`src/verilog/pdc_map.vh`:
```
`ifndef PDC_MAP_VH
`define PDC_MAP_VH
// ----------------------------------------
// Register offsets
// ----------------------------------------
`define PDC_A_FB_HI 8'h00
`define PDC_A_FB_LO 8'h01
`define PDC_A_SEC_LO 8'h02
`define PDC_A_CHAIN 8'h03
`define PDC_A_REF_HI 8'h04
`define PDC_A_REF_LO 8'h05
`define PDC_A_SYN_HI 8'h08
`define PDC_A_SYN_LO 8'h09
`define PDC_A_SIN 8'h0c
`define PDC_A_OSC 8'h1f
// ----------------------------------------
// Reset values
// ----------------------------------------
`define PDC_RST_FB_DIV 12'hc00
`define PDC_RST_REF_DIV 12'hc00
`define PDC_RST_SEC_DIV 9'h060
`define PDC_RST_SYN_DIV 9'h018
`define PDC_RST_SIN_DIV 6'h00
`define PDC_RST_PHASE 3'h0
`define PDC_RST_BIT 1'b0
// ----------------------------------------
// Field positions
// ----------------------------------------
`define PDC_F_PHASE 7:5
`define PDC_F_PD 4
`define PDC_F_HI 3:0
`define PDC_F_SEC8 7
`define PDC_F_CHAIN 0
`define PDC_F_SYN8 0
`define PDC_F_DBL 7
`define PDC_F_SIN 5:0
`define PDC_F_OSC 0
`define PDC_DIV_HI 11:8
`define PDC_DIV_LO 7:0
`define PDC_BIT8 8
`endif

```
`src/verilog/pdc_top.v`:
```
// Operation
// - Feedback phase field with reference phase field sets lock window; resets zero.
// - Lock sampling phase is placed relative to first-stage detector clock edge.
// - First feedback divider divides by 12-bit value; resets to 3072.
// - Second feedback divider is 9 bits, split low byte and high bit; resets 96.
// - Second divider powers down when its power-down bit is one.
// - Reference pre-divider divides first-stage input by 12-bit value; resets 3072.
// - Synthesizer loop divider divides by 9-bit value; resets to 24.
// - Synthesizer input divider divides by 6-bit value; zero bypasses it.
// - Doubler select feeds doubled first-stage output and ignores input divider.
// - Chain select zero uses first divider only; one uses both in series.
`timescale 1ns/1ns
`include "pdc_map.vh"
module pdc_top #(
  parameter PH_W = 3
) (
  input wire ref_clk,
  input wire srst,
  input wire reg_wr,
  input wire [7:0] reg_addr,
  input wire [7:0] reg_wdata,
  output reg [7:0] reg_rdata,
  input wire ref_in,
  input wire osc_in,
  input wire synth_in,
  output reg ref_div_out,
  output reg fb_div_out,
  output reg sec_div_out,
  output reg lock_sample,
  output reg synth_loop_out,
  output reg synth_in_out
);
  // ----------------------------------------
  // Register file
  // ----------------------------------------
  reg [PH_W-1:0] feedback_phase_sel;
  reg [PH_W-1:0] ref_phase_sel;
  reg [11:0] first_feedback_div;
  reg [8:0] second_feedback_div;
  reg second_div_powerdown;
  reg [11:0] ref_pre_div;
  reg [8:0] synth_loop_div;
  reg [5:0] synth_input_div;
  reg freq_doubler_sel;
  reg feedback_chain_sel;
  reg oscillator_choice;
  reg [7:0] next_rdata;

  always @(posedge ref_clk) begin
    if (srst) begin
      feedback_phase_sel <= `PDC_RST_PHASE;
      ref_phase_sel <= `PDC_RST_PHASE;
      first_feedback_div <= `PDC_RST_FB_DIV;
      second_feedback_div <= `PDC_RST_SEC_DIV;
      second_div_powerdown <= `PDC_RST_BIT;
      ref_pre_div <= `PDC_RST_REF_DIV;
      synth_loop_div <= `PDC_RST_SYN_DIV;
      synth_input_div <= `PDC_RST_SIN_DIV;
      freq_doubler_sel <= `PDC_RST_BIT;
      feedback_chain_sel <= `PDC_RST_BIT;
      oscillator_choice <= `PDC_RST_BIT;
    end else if (reg_wr) begin
      // Reserved bits are simply not stored, so neighbours are untouched.
      case (reg_addr)
        `PDC_A_FB_HI: begin
          feedback_phase_sel <= reg_wdata[`PDC_F_PHASE];
          second_div_powerdown <= reg_wdata[`PDC_F_PD];
          first_feedback_div[`PDC_DIV_HI] <= reg_wdata[`PDC_F_HI];
        end
        `PDC_A_FB_LO: first_feedback_div[`PDC_DIV_LO] <= reg_wdata;
        `PDC_A_SEC_LO: second_feedback_div[`PDC_DIV_LO] <= reg_wdata;
        `PDC_A_CHAIN: begin
          second_feedback_div[`PDC_BIT8] <= reg_wdata[`PDC_F_SEC8];
          feedback_chain_sel <= reg_wdata[`PDC_F_CHAIN];
        end
        `PDC_A_REF_HI: begin
          ref_phase_sel <= reg_wdata[`PDC_F_PHASE];
          ref_pre_div[`PDC_DIV_HI] <= reg_wdata[`PDC_F_HI];
        end
        `PDC_A_REF_LO: ref_pre_div[`PDC_DIV_LO] <= reg_wdata;
        `PDC_A_SYN_HI: synth_loop_div[`PDC_BIT8] <= reg_wdata[`PDC_F_SYN8];
        `PDC_A_SYN_LO: synth_loop_div[`PDC_DIV_LO] <= reg_wdata;
        `PDC_A_SIN: begin
          freq_doubler_sel <= reg_wdata[`PDC_F_DBL];
          synth_input_div <= reg_wdata[`PDC_F_SIN];
        end
        `PDC_A_OSC: oscillator_choice <= reg_wdata[`PDC_F_OSC];
        default: begin
        end
      endcase
    end
  end

  // Bits that no field claims keep the zero given here, so reserved bits read as zero.
  always @* begin
    next_rdata = 8'h00;
    case (reg_addr)
      `PDC_A_FB_HI: begin
        next_rdata[`PDC_F_PHASE] = feedback_phase_sel;
        next_rdata[`PDC_F_PD] = second_div_powerdown;
        next_rdata[`PDC_F_HI] = first_feedback_div[`PDC_DIV_HI];
      end
      `PDC_A_FB_LO: next_rdata = first_feedback_div[`PDC_DIV_LO];
      `PDC_A_SEC_LO: next_rdata = second_feedback_div[`PDC_DIV_LO];
      `PDC_A_CHAIN: begin
        next_rdata[`PDC_F_SEC8] = second_feedback_div[`PDC_BIT8];
        next_rdata[`PDC_F_CHAIN] = feedback_chain_sel;
      end
      `PDC_A_REF_HI: begin
        next_rdata[`PDC_F_PHASE] = ref_phase_sel;
        next_rdata[`PDC_F_HI] = ref_pre_div[`PDC_DIV_HI];
      end
      `PDC_A_REF_LO: next_rdata = ref_pre_div[`PDC_DIV_LO];
      `PDC_A_SYN_HI: next_rdata[`PDC_F_SYN8] = synth_loop_div[`PDC_BIT8];
      `PDC_A_SYN_LO: next_rdata = synth_loop_div[`PDC_DIV_LO];
      `PDC_A_SIN: begin
        next_rdata[`PDC_F_DBL] = freq_doubler_sel;
        next_rdata[`PDC_F_SIN] = synth_input_div;
      end
      `PDC_A_OSC: next_rdata[`PDC_F_OSC] = oscillator_choice;
      default: next_rdata = 8'h00;
    endcase
  end

  // ----------------------------------------
  // Divider helpers
  // ----------------------------------------
  // A count that wraps at the ratio; ratio 0 is treated as 1 to avoid a stuck counter.
  function [11:0] pdc_step;
    input [11:0] cnt;
    input [11:0] ratio;
    begin
      if (ratio == 12'h000 || cnt >= ratio - 12'h001)
        pdc_step = 12'h000;
      else
        pdc_step = cnt + 12'h001;
    end
  endfunction

  function pdc_wrap;
    input [11:0] cnt;
    input [11:0] ratio;
    begin
      pdc_wrap = (ratio == 12'h000) || (cnt >= ratio - 12'h001);
    end
  endfunction

  // ----------------------------------------
  // First-stage and synthesizer dividers, lock window
  // ----------------------------------------
  // The dividers count edges of the input levels sampled on ref_clk, so an
  // input must stay below half the ref_clk rate.
  reg ref_d, osc_d, syn_d;
  reg [11:0] ref_cnt, fb_cnt, sec_cnt, syn_cnt, sin_cnt;
  reg [PH_W+1:0] ph_cnt;
  wire ref_rise = ref_in & ~ref_d;
  wire osc_rise = osc_in & ~osc_d;
  wire syn_rise = synth_in & ~syn_d;
  wire fb_wrap = osc_rise & pdc_wrap(fb_cnt, first_feedback_div);
  wire sec_run = ~second_div_powerdown;
  // Chained, the second divider counts wraps of the first, so the ratio is the product
  // and not merely the point where two free-running counters happen to line up.
  wire sec_adv = sec_run & (feedback_chain_sel ? fb_wrap : osc_rise);
  wire sec_edge = sec_adv & pdc_wrap(sec_cnt, {3'h0, second_feedback_div});
  // Feedback output is the first divider alone or the chained pair.
  wire fb_edge = feedback_chain_sel ? sec_edge : fb_wrap;
  wire ref_edge = ref_rise & pdc_wrap(ref_cnt, ref_pre_div);
  // Sample point delayed after the detector edge by the combined phase codes.
  wire [PH_W+1:0] ph_sum = {2'b00, feedback_phase_sel} + {2'b00, ref_phase_sel};
  // Synthesizer input: doubled stage-one output ignores the input divider.
  wire sin_tick = freq_doubler_sel ? (ref_edge | fb_edge) : syn_rise;
  wire sin_edge = freq_doubler_sel ? sin_tick
                  : (synth_input_div == 6'h00 ? syn_rise
                     : (syn_rise & pdc_wrap(sin_cnt, {6'h00, synth_input_div})));

  always @(posedge ref_clk) begin
    if (srst) begin
      ref_d <= 1'b0;
      osc_d <= 1'b0;
      syn_d <= 1'b0;
      ref_cnt <= 12'h000;
      fb_cnt <= 12'h000;
      sec_cnt <= 12'h000;
      syn_cnt <= 12'h000;
      sin_cnt <= 12'h000;
      ph_cnt <= {(PH_W+2){1'b0}};
      ref_div_out <= 1'b0;
      fb_div_out <= 1'b0;
      sec_div_out <= 1'b0;
      lock_sample <= 1'b0;
      synth_loop_out <= 1'b0;
      synth_in_out <= 1'b0;
      reg_rdata <= 8'h00;
    end else begin
      reg_rdata <= next_rdata;
      ref_d <= ref_in;
      osc_d <= osc_in;
      syn_d <= synth_in;
      if (ref_rise)
        ref_cnt <= pdc_step(ref_cnt, ref_pre_div);
      if (osc_rise)
        fb_cnt <= pdc_step(fb_cnt, first_feedback_div);
      if (!sec_run)
        sec_cnt <= 12'h000;
      else if (sec_adv)
        sec_cnt <= pdc_step(sec_cnt, {3'h0, second_feedback_div});
      if (syn_rise)
        syn_cnt <= pdc_step(syn_cnt, {3'h0, synth_loop_div});
      if (syn_rise && !freq_doubler_sel)
        sin_cnt <= pdc_step(sin_cnt, {6'h00, synth_input_div});
      ref_div_out <= ref_edge;
      fb_div_out <= fb_edge;
      sec_div_out <= sec_edge;
      synth_loop_out <= syn_rise & pdc_wrap(syn_cnt, {3'h0, synth_loop_div});
      synth_in_out <= sin_edge;
      // The window counter restarts on each detector edge.
      if (ref_edge)
        ph_cnt <= {(PH_W+2){1'b0}};
      else if (ph_cnt != {(PH_W+2){1'b1}})
        ph_cnt <= ph_cnt + {{(PH_W+1){1'b0}}, 1'b1};
      lock_sample <= ~ref_edge && (ph_cnt == ph_sum);
    end
  end
endmodule

```
`config.mk`:
```
export PLATFORM = sky130hd
export DESIGN_NAME = pdc_top
export DESIGN_NICKNAME = d
export VERILOG_FILES = /design/src/verilog/pdc_top.v
export VERILOG_INCLUDE_DIRS = /design/src /design/src/verilog
export SDC_FILE = /design/constraint.sdc
export NUM_CORES = 1
export LEC_CHECK = 0
export BUFFER_PORTS_ARGS = -buffer_cell sky130_fd_sc_hd__clkbuf_2
export CORE_ASPECT_RATIO = 1.25
export CORE_UTILIZATION = 56
export DETAILED_ROUTE_END_ITERATION = 6
export PLACE_DENSITY = 0.74
export SLEW_MARGIN = 15
export SYNTH_ARGS = -nofsm -noshare
export SYNTH_HDL_FRONTEND = slang
export SYNTH_SLANG_ARGS = --single-unit
```
`constraint.sdc`:
```
create_clock -name ref_clk -period 6.45 [get_ports ref_clk]
set_input_delay 0 -clock ref_clk [delete_from_list [all_inputs] [get_ports ref_clk]]
set_output_delay 0 -clock ref_clk [all_outputs]
set_load 0.005 [all_outputs]
```
==> out/metrics.yaml, run 1 <==
yosys:
  avgSynthCellArea_um2: 8.41
  ys_warn_count: 0
  synth_cell_types: 64
  syn-cell-area_mm2: 0.00818
  synth-seq-cells: 140
  synth_edf_count: 0
  syn_inst: 972
  ys.flop_type: "dfxtp_1"
  yosysTopAreaCell: "dfxtp_1"
  yosysSeqAreaShare_pct: 34.3
  synthArstFlopShare_pct: 0
  syn-num-nets: 1072
  yosys-top-cells-area: "dfxtp_1, ha_1, xor2_1, nand2_1, nand3_1"
  synth_top_area_share_pct: 34.3
setup_path:
  cp_data_arrival_time_ns: 4.03
  cp_max_fo: 15
  startpoint_type: "flop"
  end_kind: "flop"
  worstSetupPathType: "flop to flop"
  worstPathRequired_ns: 6.80
placed_design:
  gp_congestion: 0.929
  port_buffers: 35
  place_area_mm2: 0.00843
  dp_hpwl_mm: 14.3
layout:
  final_area_mm2: 0.00915
  regArea_mm2: 0.00280
  layout_common_cells: "dfxtp_1, nand2_1, nand3_1"
  final_common_cell: "dfxtp_1"
  fillCellCount: 1283
  nets: 1097
  drive_gt1_share_pct: 8.32
  num_antenna_cells: 0
  multi_input_area_mm2: 0.00509
  area_delta_synth_final_pct: 11.9
  final_core_util_pct: 63.8
sta:
  setup_tns_ns: 0
  finalSetupViolCount: 0
  min_period_ns: 3.68
  whs_ns: 0.0250
  fin_crit_sh_pct: 57.1
  drv_slew: 0
  rsz0062_at_grt: "no"
  clock.fmax_mhz: 272
  fin_skew_ns: 0.00842
  relSlewSlack_pct: 33.4
  hold_viol_final: 0
  max_slew.worst_pin.slew_ns: 0.999
clock_network:
  cts_tree: "built"
  clk_pin_slew_ns: 0.06
  insertion_delay_ns: 0.43
  cts_max_level: 4
  cts_root_buf: "clkbuf_16"
  cts_made_buffers: 17
  cts.sinks: 140
  cts_resized: 0
  clockBufferDepth: 2
power:
  switching_share_pct: 22.7
  p_per_area_mw_per_mm2: 219
  peakVddDrop_v: 0.000225
  seqPwrFrac_pct: 44.2
  pwr-share-clk_pct: 50.7
  comb_power_share_pct: 5.0
  leakage_uw: 0.00373
  p_int_uw: 1550
  p_switching_uw: 454
global_routing:
  grt_pass1_wl_mm: 32.8
  grt_antenna_before_repair: 0
  grt_usage_pct: 28.5
  grt_pass1_vias: 6665
  grt.overflow.total: 0
  grt_max_degree: 92
run_status:
  outcome: "finished with violations"
  violations: "DRC"
floorplanning:
  ios: 36
  coreArea_mm2: 0.0143
  die_w_um: 110
  die_h_um: 137
  rows: 49
  start_util_pct: 57.0
  die_area_mm2: 0.0151
drt:
  wl_per_cell_um: 17.1
  drc: 21
  drt-total-wl_mm: 20.3
  drt_iter0_markers: 727
  num_vias: 7173
  ant_nets: 0
  drtPass1Iterations: 7
  viasPerCell: 6.04
hold_path:
  hold_class: "input port to flop"
run:
  maxCapViolCount: 0
cell usage after synthesis, drive strengths merged (2+ instances only):
| library cell | instances |
|---|---|
| o21ai | 7 |
| nor4 | 7 |
| a2111oi | 5 |
| nand3 | 81 |
| o32ai | 2 |
| nor2b | 15 |
| xor2 | 51 |
| xnor2 | 37 |
| or3b | 2 |
| nor4b | 3 |
| a222oi | 13 |
| mux2i | 7 |
| or4 | 4 |
| o22ai | 8 |
| a211o | 9 |
| o31a | 2 |
| nand4 | 14 |
| a32o | 2 |
| nor3b | 3 |
| a21o | 15 |
| ha | 77 |
| nand2 | 112 |
| o21bai | 3 |
| o2111ai | 2 |
| nand2b | 13 |
| a22o | 2 |
| dfxtp | 140 |
| and3 | 27 |
| a211oi | 22 |
| buf | 12 |
| nor2 | 66 |
| o21a | 2 |
| nor3 | 27 |
| inv | 25 |
| a21oi | 80 |
| or2 | 4 |
| o31ai | 2 |
| clkbuf | 34 |
| a31oi | 5 |
| and2 | 3 |
| or3 | 15 |
layer usage:
metal / track usage [%] / wire length [um] / vias to the layer above
li1: - / - / 3553
met1: 33.1 / 8440 / 3308
met2: 47.6 / 9800 / 233
met3: 5.67 / 970 / 79
met4: 17.3 / 1090 / 0
met5: 0 / 0 / -
state kept, by name, indices dropped and copies added, names as in the netlist, 9 cells and up:
name and cells:
ref_pre_div 12, fb_cnt 12, synth_loop_div 9, ref_cnt 12, sin_cnt 12, sec_cnt 12
first_feedback_div 12, second_feedback_div 9, syn_cnt 12
power groups by stage:
stage	Clock (uW)	Combinational, uW	Sequential (uW)
3_3_place_gp	0	93.2	903
6_report	1010	100	884
2_1_floorplan	0	65.0	900
5_1_grt	1070	111	885
3_5_place_dp	0	93.9	903
4_1_cts	1020	99.4	884
metrics by stage:
| stage | setup WS [ns] | instances | power, uW |
|---|---|---|---|
| 4_1_cts | 2.81 | 1188 | 2010 |
| 3_5_place_dp | 2.81 | 1145 | 997 |
| 2_1_floorplan | 3.45 | 972 | 965 |
| 3_3_place_gp | 2.90 | 1145 | 996 |
| 5_1_grt | 2.47 | 1188 | 2060 |
| 6_report | 2.77 | 1188 | 2000 |
kinds of logic after synthesis:
group / count (synthesis) / share of synthesized area, %
fa+ha+maj: 78 / 12.0
xor+xnor: 88 / 9.43
simple gates: 399 / 24.2
compound gates: 188 / 15.6
mux: 8 / 0.995
buf+inv: 71 / 3.50
flops: 140 / 34.3
critical path: stages (launching register included):
cell and delay [ns]:
dfxtp_1 0.35, nor4_1 0.68, nand3_1 0.18, xor2_1 0.19, ha_1 0.30, nand4_1 0.09
or4_1 0.55, a311o_1 0.53, nand2b_1 0.45, o31ai_1 0.27
cell type report:
type                    instances  area share, %
inverters                      25           1.03
flip-flops and latches        140           30.6
repair buffers                 52           3.61
clock inverters                10           1.52
multi-input cells             761           55.6
well taps                     178           2.43
clock buffers                  22           5.18
what timing repair did:
item / CTS / global route
endpoints found under the setup margin: 0 / 0
hold buffers: 11 / 0
endpoints found under the hold margin: 33 / 0
setup buffers: 0 / 0
worst paths after layout:
kind | from | end | slack, ns | cells past startpoint
min | reg_wdata[7] | ref_phase_sel[2]$_SDFFE_PP0P_ | 0.03 | 3
max reg2reg | first_feedback_div[1]$_SDFFE_PP0P_ | sec_cnt[0]$_SDFFE_PP0P_ | 2.77 | 9
max | first_feedback_div[1]$_SDFFE_PP0P_ | sec_cnt[0]$_SDFFE_PP0P_ | 2.77 | 9
min reg2reg | oscillator_choice$_SDFFE_PP0P_ | oscillator_choice$_SDFFE_PP0P_ | 0.48 | 2
(Power assumes the default switching activity.)
==> run 2, diff against run 1 <==
Clock period 6.45 ns to 3.6 ns, I/O delays scaled along.
==> run 2 against run 1 <==
- the run now ends clean
- first-iteration DRC count down 13%
- count of clock-buffer cells in the layout shrank 1
- maximum frequency grew 9.6%
- critical path depth rose by 2
- combinational power increased by 88%
- clock power rose by 90%
==> out/metrics.yaml, run 2 (synthesized netlist as in run 1, its figures left out) <==
setup_path:
  cp_data_arrival_time_ns: 3.67  # -0.36 ns
  startpoint_type: "flop"
  worstPathRequired_ns: 3.91  # -2.89 ns
  r2r_setup_slack_ns: 0.24  # -2.53 ns
  cpMaxStageDelayCell: "a211oi_2"
  critPathLaunch: "second_feedback_div[2]$_SDFFE_PP0P_"
  slowest_delay_ns: 0.41  # -0.27 ns
  r2r_cells: 11  # +2
  worstSetupPathType: "flop to flop"
  crit_path_frequent_cell: "or3_1"
  crit_chain: "or3_1, nor3_1, nand2b_1, or2_2, ha_1, and4_1, a21oi_1, o221ai_2, a211oi_2, a2111oi_2, or3_1"
  cp_max_fo: 6  # -9
  end_kind: "flop"
  timing.rr.end: "synth_in_out$_SDFF_PP0_"
  r2r_start: "second_feedback_div[2]$_SDFFE_PP0P_"
placed_design:
  dp_hpwl_mm: 14.5  # +1.5%
  gp_congestion: 0.940  # +1.1%
  pre_cts_ws_ns: 0.202  # -2.61 ns
  port_buffers: 35  # unchanged
clock_network:
  cts_tree: "built"
  insertion_delay_ns: 0.43  # about the same
  cts.sinks: 140  # unchanged
  clockBufferDepth: 2  # unchanged
  cts_root_buf: "clkbuf_16"
  clk_pin_slew_ns: 0.06  # about the same
  post-cts-setup-buffers: 0  # unchanged
  cts_max_level: 4  # unchanged
  cts_made_buffers: 17  # unchanged
sta:
  drv_slew: 0  # unchanged
  finalSetupViolCount: 0  # unchanged
  rsz0062_at_grt: "no"
  hold_viol_final: 0  # unchanged
  fin_crit_sh_pct: 93.3  # +36 points
  clock.fmax_mhz: 298  # +9.6%
  fin_skew_ns: 0.00502  # -0.00339 ns
  relSlewSlack_pct: 38.8  # +5.4 points
  setup_tns_ns: 0  # unchanged
  max_slew.worst_pin.slew_ns: 0.919  # -0.0803 ns
  setup_ws_ns: 0.239  # -2.53 ns
  min_period_ns: 3.36  # -0.321 ns
power:
  leakage_uw: 0.00378  # +1.2%
  power_uw: 3690  # +85%
  peakVddDrop_v: 0.000284  # +26%
  p_per_area_mw_per_mm2: 399  # +82%
floorplanning:
  coreArea_mm2: 0.0143  # unchanged
  ios: 36  # unchanged
  rows: 49  # unchanged
  die_h_um: 137  # unchanged
  die_area_mm2: 0.0151  # unchanged
  die_w_um: 110  # unchanged
  start_util_pct: 57.0  # unchanged
drt:
  drt-total-wl_mm: 20.2  # -0.52%
  ant_nets: 0  # unchanged
  drtPass1Iterations: 7  # unchanged
  num_vias: 7244  # +0.99%
  drt_iter0_markers: 632  # -13%
  wl_per_cell_um: 16.9  # -1.4%
  drc: 0  # -100%
  viasPerCell: 6.05  # +0.15%
layout:
  nets: 1107  # +0.91%
  regArea_mm2: 0.00280  # unchanged
  multi_input_area_mm2: 0.00509  # about the same
  layout_common_cells: "dfxtp_1, nand2_1, nand3_1"
  area_delta_synth_final_pct: 13.3
  num_antenna_cells: 0  # unchanged
  final_common_cell: "dfxtp_1"
  drive_gt1_share_pct: 8.92  # +0.60 points
  fillCellCount: 1258  # -1.9%
global_routing:
  grt_usage_pct: 28.2  # -0.26 points
  grt.overflow.total: 0  # unchanged
  grt_pass1_wl_mm: 32.5  # -0.93%
  grt_antenna_before_repair: 0  # unchanged
  grt_max_degree: 64  # -30%
  grt_pass1_vias: 6824  # +2.4%
run_status:
  outcome: "finished clean"
run:
  maxCapViolCount: 0  # unchanged
hold_path:
  hold_start: "reg_addr[4]"
  worstHoldPathCells: 5  # +2
  hold_end: "oscillator_choice$_SDFFE_PP0P_"
  hold_class: "input port to flop"
-- run 2: changes by cell type in the layout (fill, tap and decap cells not counted), sizes merged --
cell,delta
bufinv,+2
dlygate4sd3,+3
buf,+7
clkbuf,-1
clkinvlp,+2
clkinv,-3
-- run 2: through the flow --
stage | area (um2) | util (%) | hold slack (ns) | cells
2_1_floorplan | 8180 | - | 0.128 | 972
6_report | 9260 | 64.6 | 0.0268 | 1198
3_5_place_dp | 8480 | 59.1 | 0.248 | 1152
5_1_grt | 9260 | 64.6 | 0.0788 | 1198
4_1_cts | 9260 | 64.6 | 0.0161 | 1198
3_3_place_gp | 8480 | 59.1 | 0.239 | 1152
-- run 2: critical path, delay by kind of cell (launching register included) --
kind | cells | cell delay (ns)
AOI/OAI and AO/OA | 4 | 0.85
and+or+nand+nor | 6 | 1.74
DFF | 1 | 0.35
adders and majority gates | 1 | 0.29
-- run 2: worst max path at each step --
stage,endpoint
floorplan,sec_cnt[10]$_SDFFE_PP0P_
global placement,sec_cnt[0]$_SDFFE_PP0P_
detailed placement,sec_cnt[0]$_SDFFE_PP0P_
CTS,sec_cnt[0]$_SDFFE_PP0P_
global route,sec_cnt[5]$_SDFFE_PP0P_
finish,synth_in_out$_SDFF_PP0_
-- run 2: repair_timing --
item | 4_1_cts | 5_1_grt
endpoints found under the setup margin | 0 | 1
hold buffers | 14 | 0
endpoints found under the hold margin | 44 | 0
resized for setup | 0 | 1
-- run 2: final cells by class --
| cell class | count | share of cell area (%) |
|---|---|---|
| multi-input combinational | 761 | 54.9 |
| sequential | 140 | 30.3 |
| clock buffer | 21 | 4.86 |
| timing repair buffer | 62 | 4.46 |
| tap | 178 | 2.40 |
| clock inverter | 11 | 2.07 |
| inverter | 25 | 1.01 |
-- run 2: routing by layer --
metal,global-route usage [%],part of all wire (%),up-vias
met5,0,0,-
met4,16.4,4.3,0
met3,5.71,4.3,70
met2,48.0,49,216
met1,32.4,43,3383
li1,-,-,3575
-- run 2: power breakdown --
part / total (uW) / internal (uW) / switching, uW / leakage (uW)
registers: 1580 / 1570 / 18.5 / 0.00113
clock network: 1920 / 1240 / 675 / 0.000303
logic: 188 / 66.8 / 121 / 0.00234
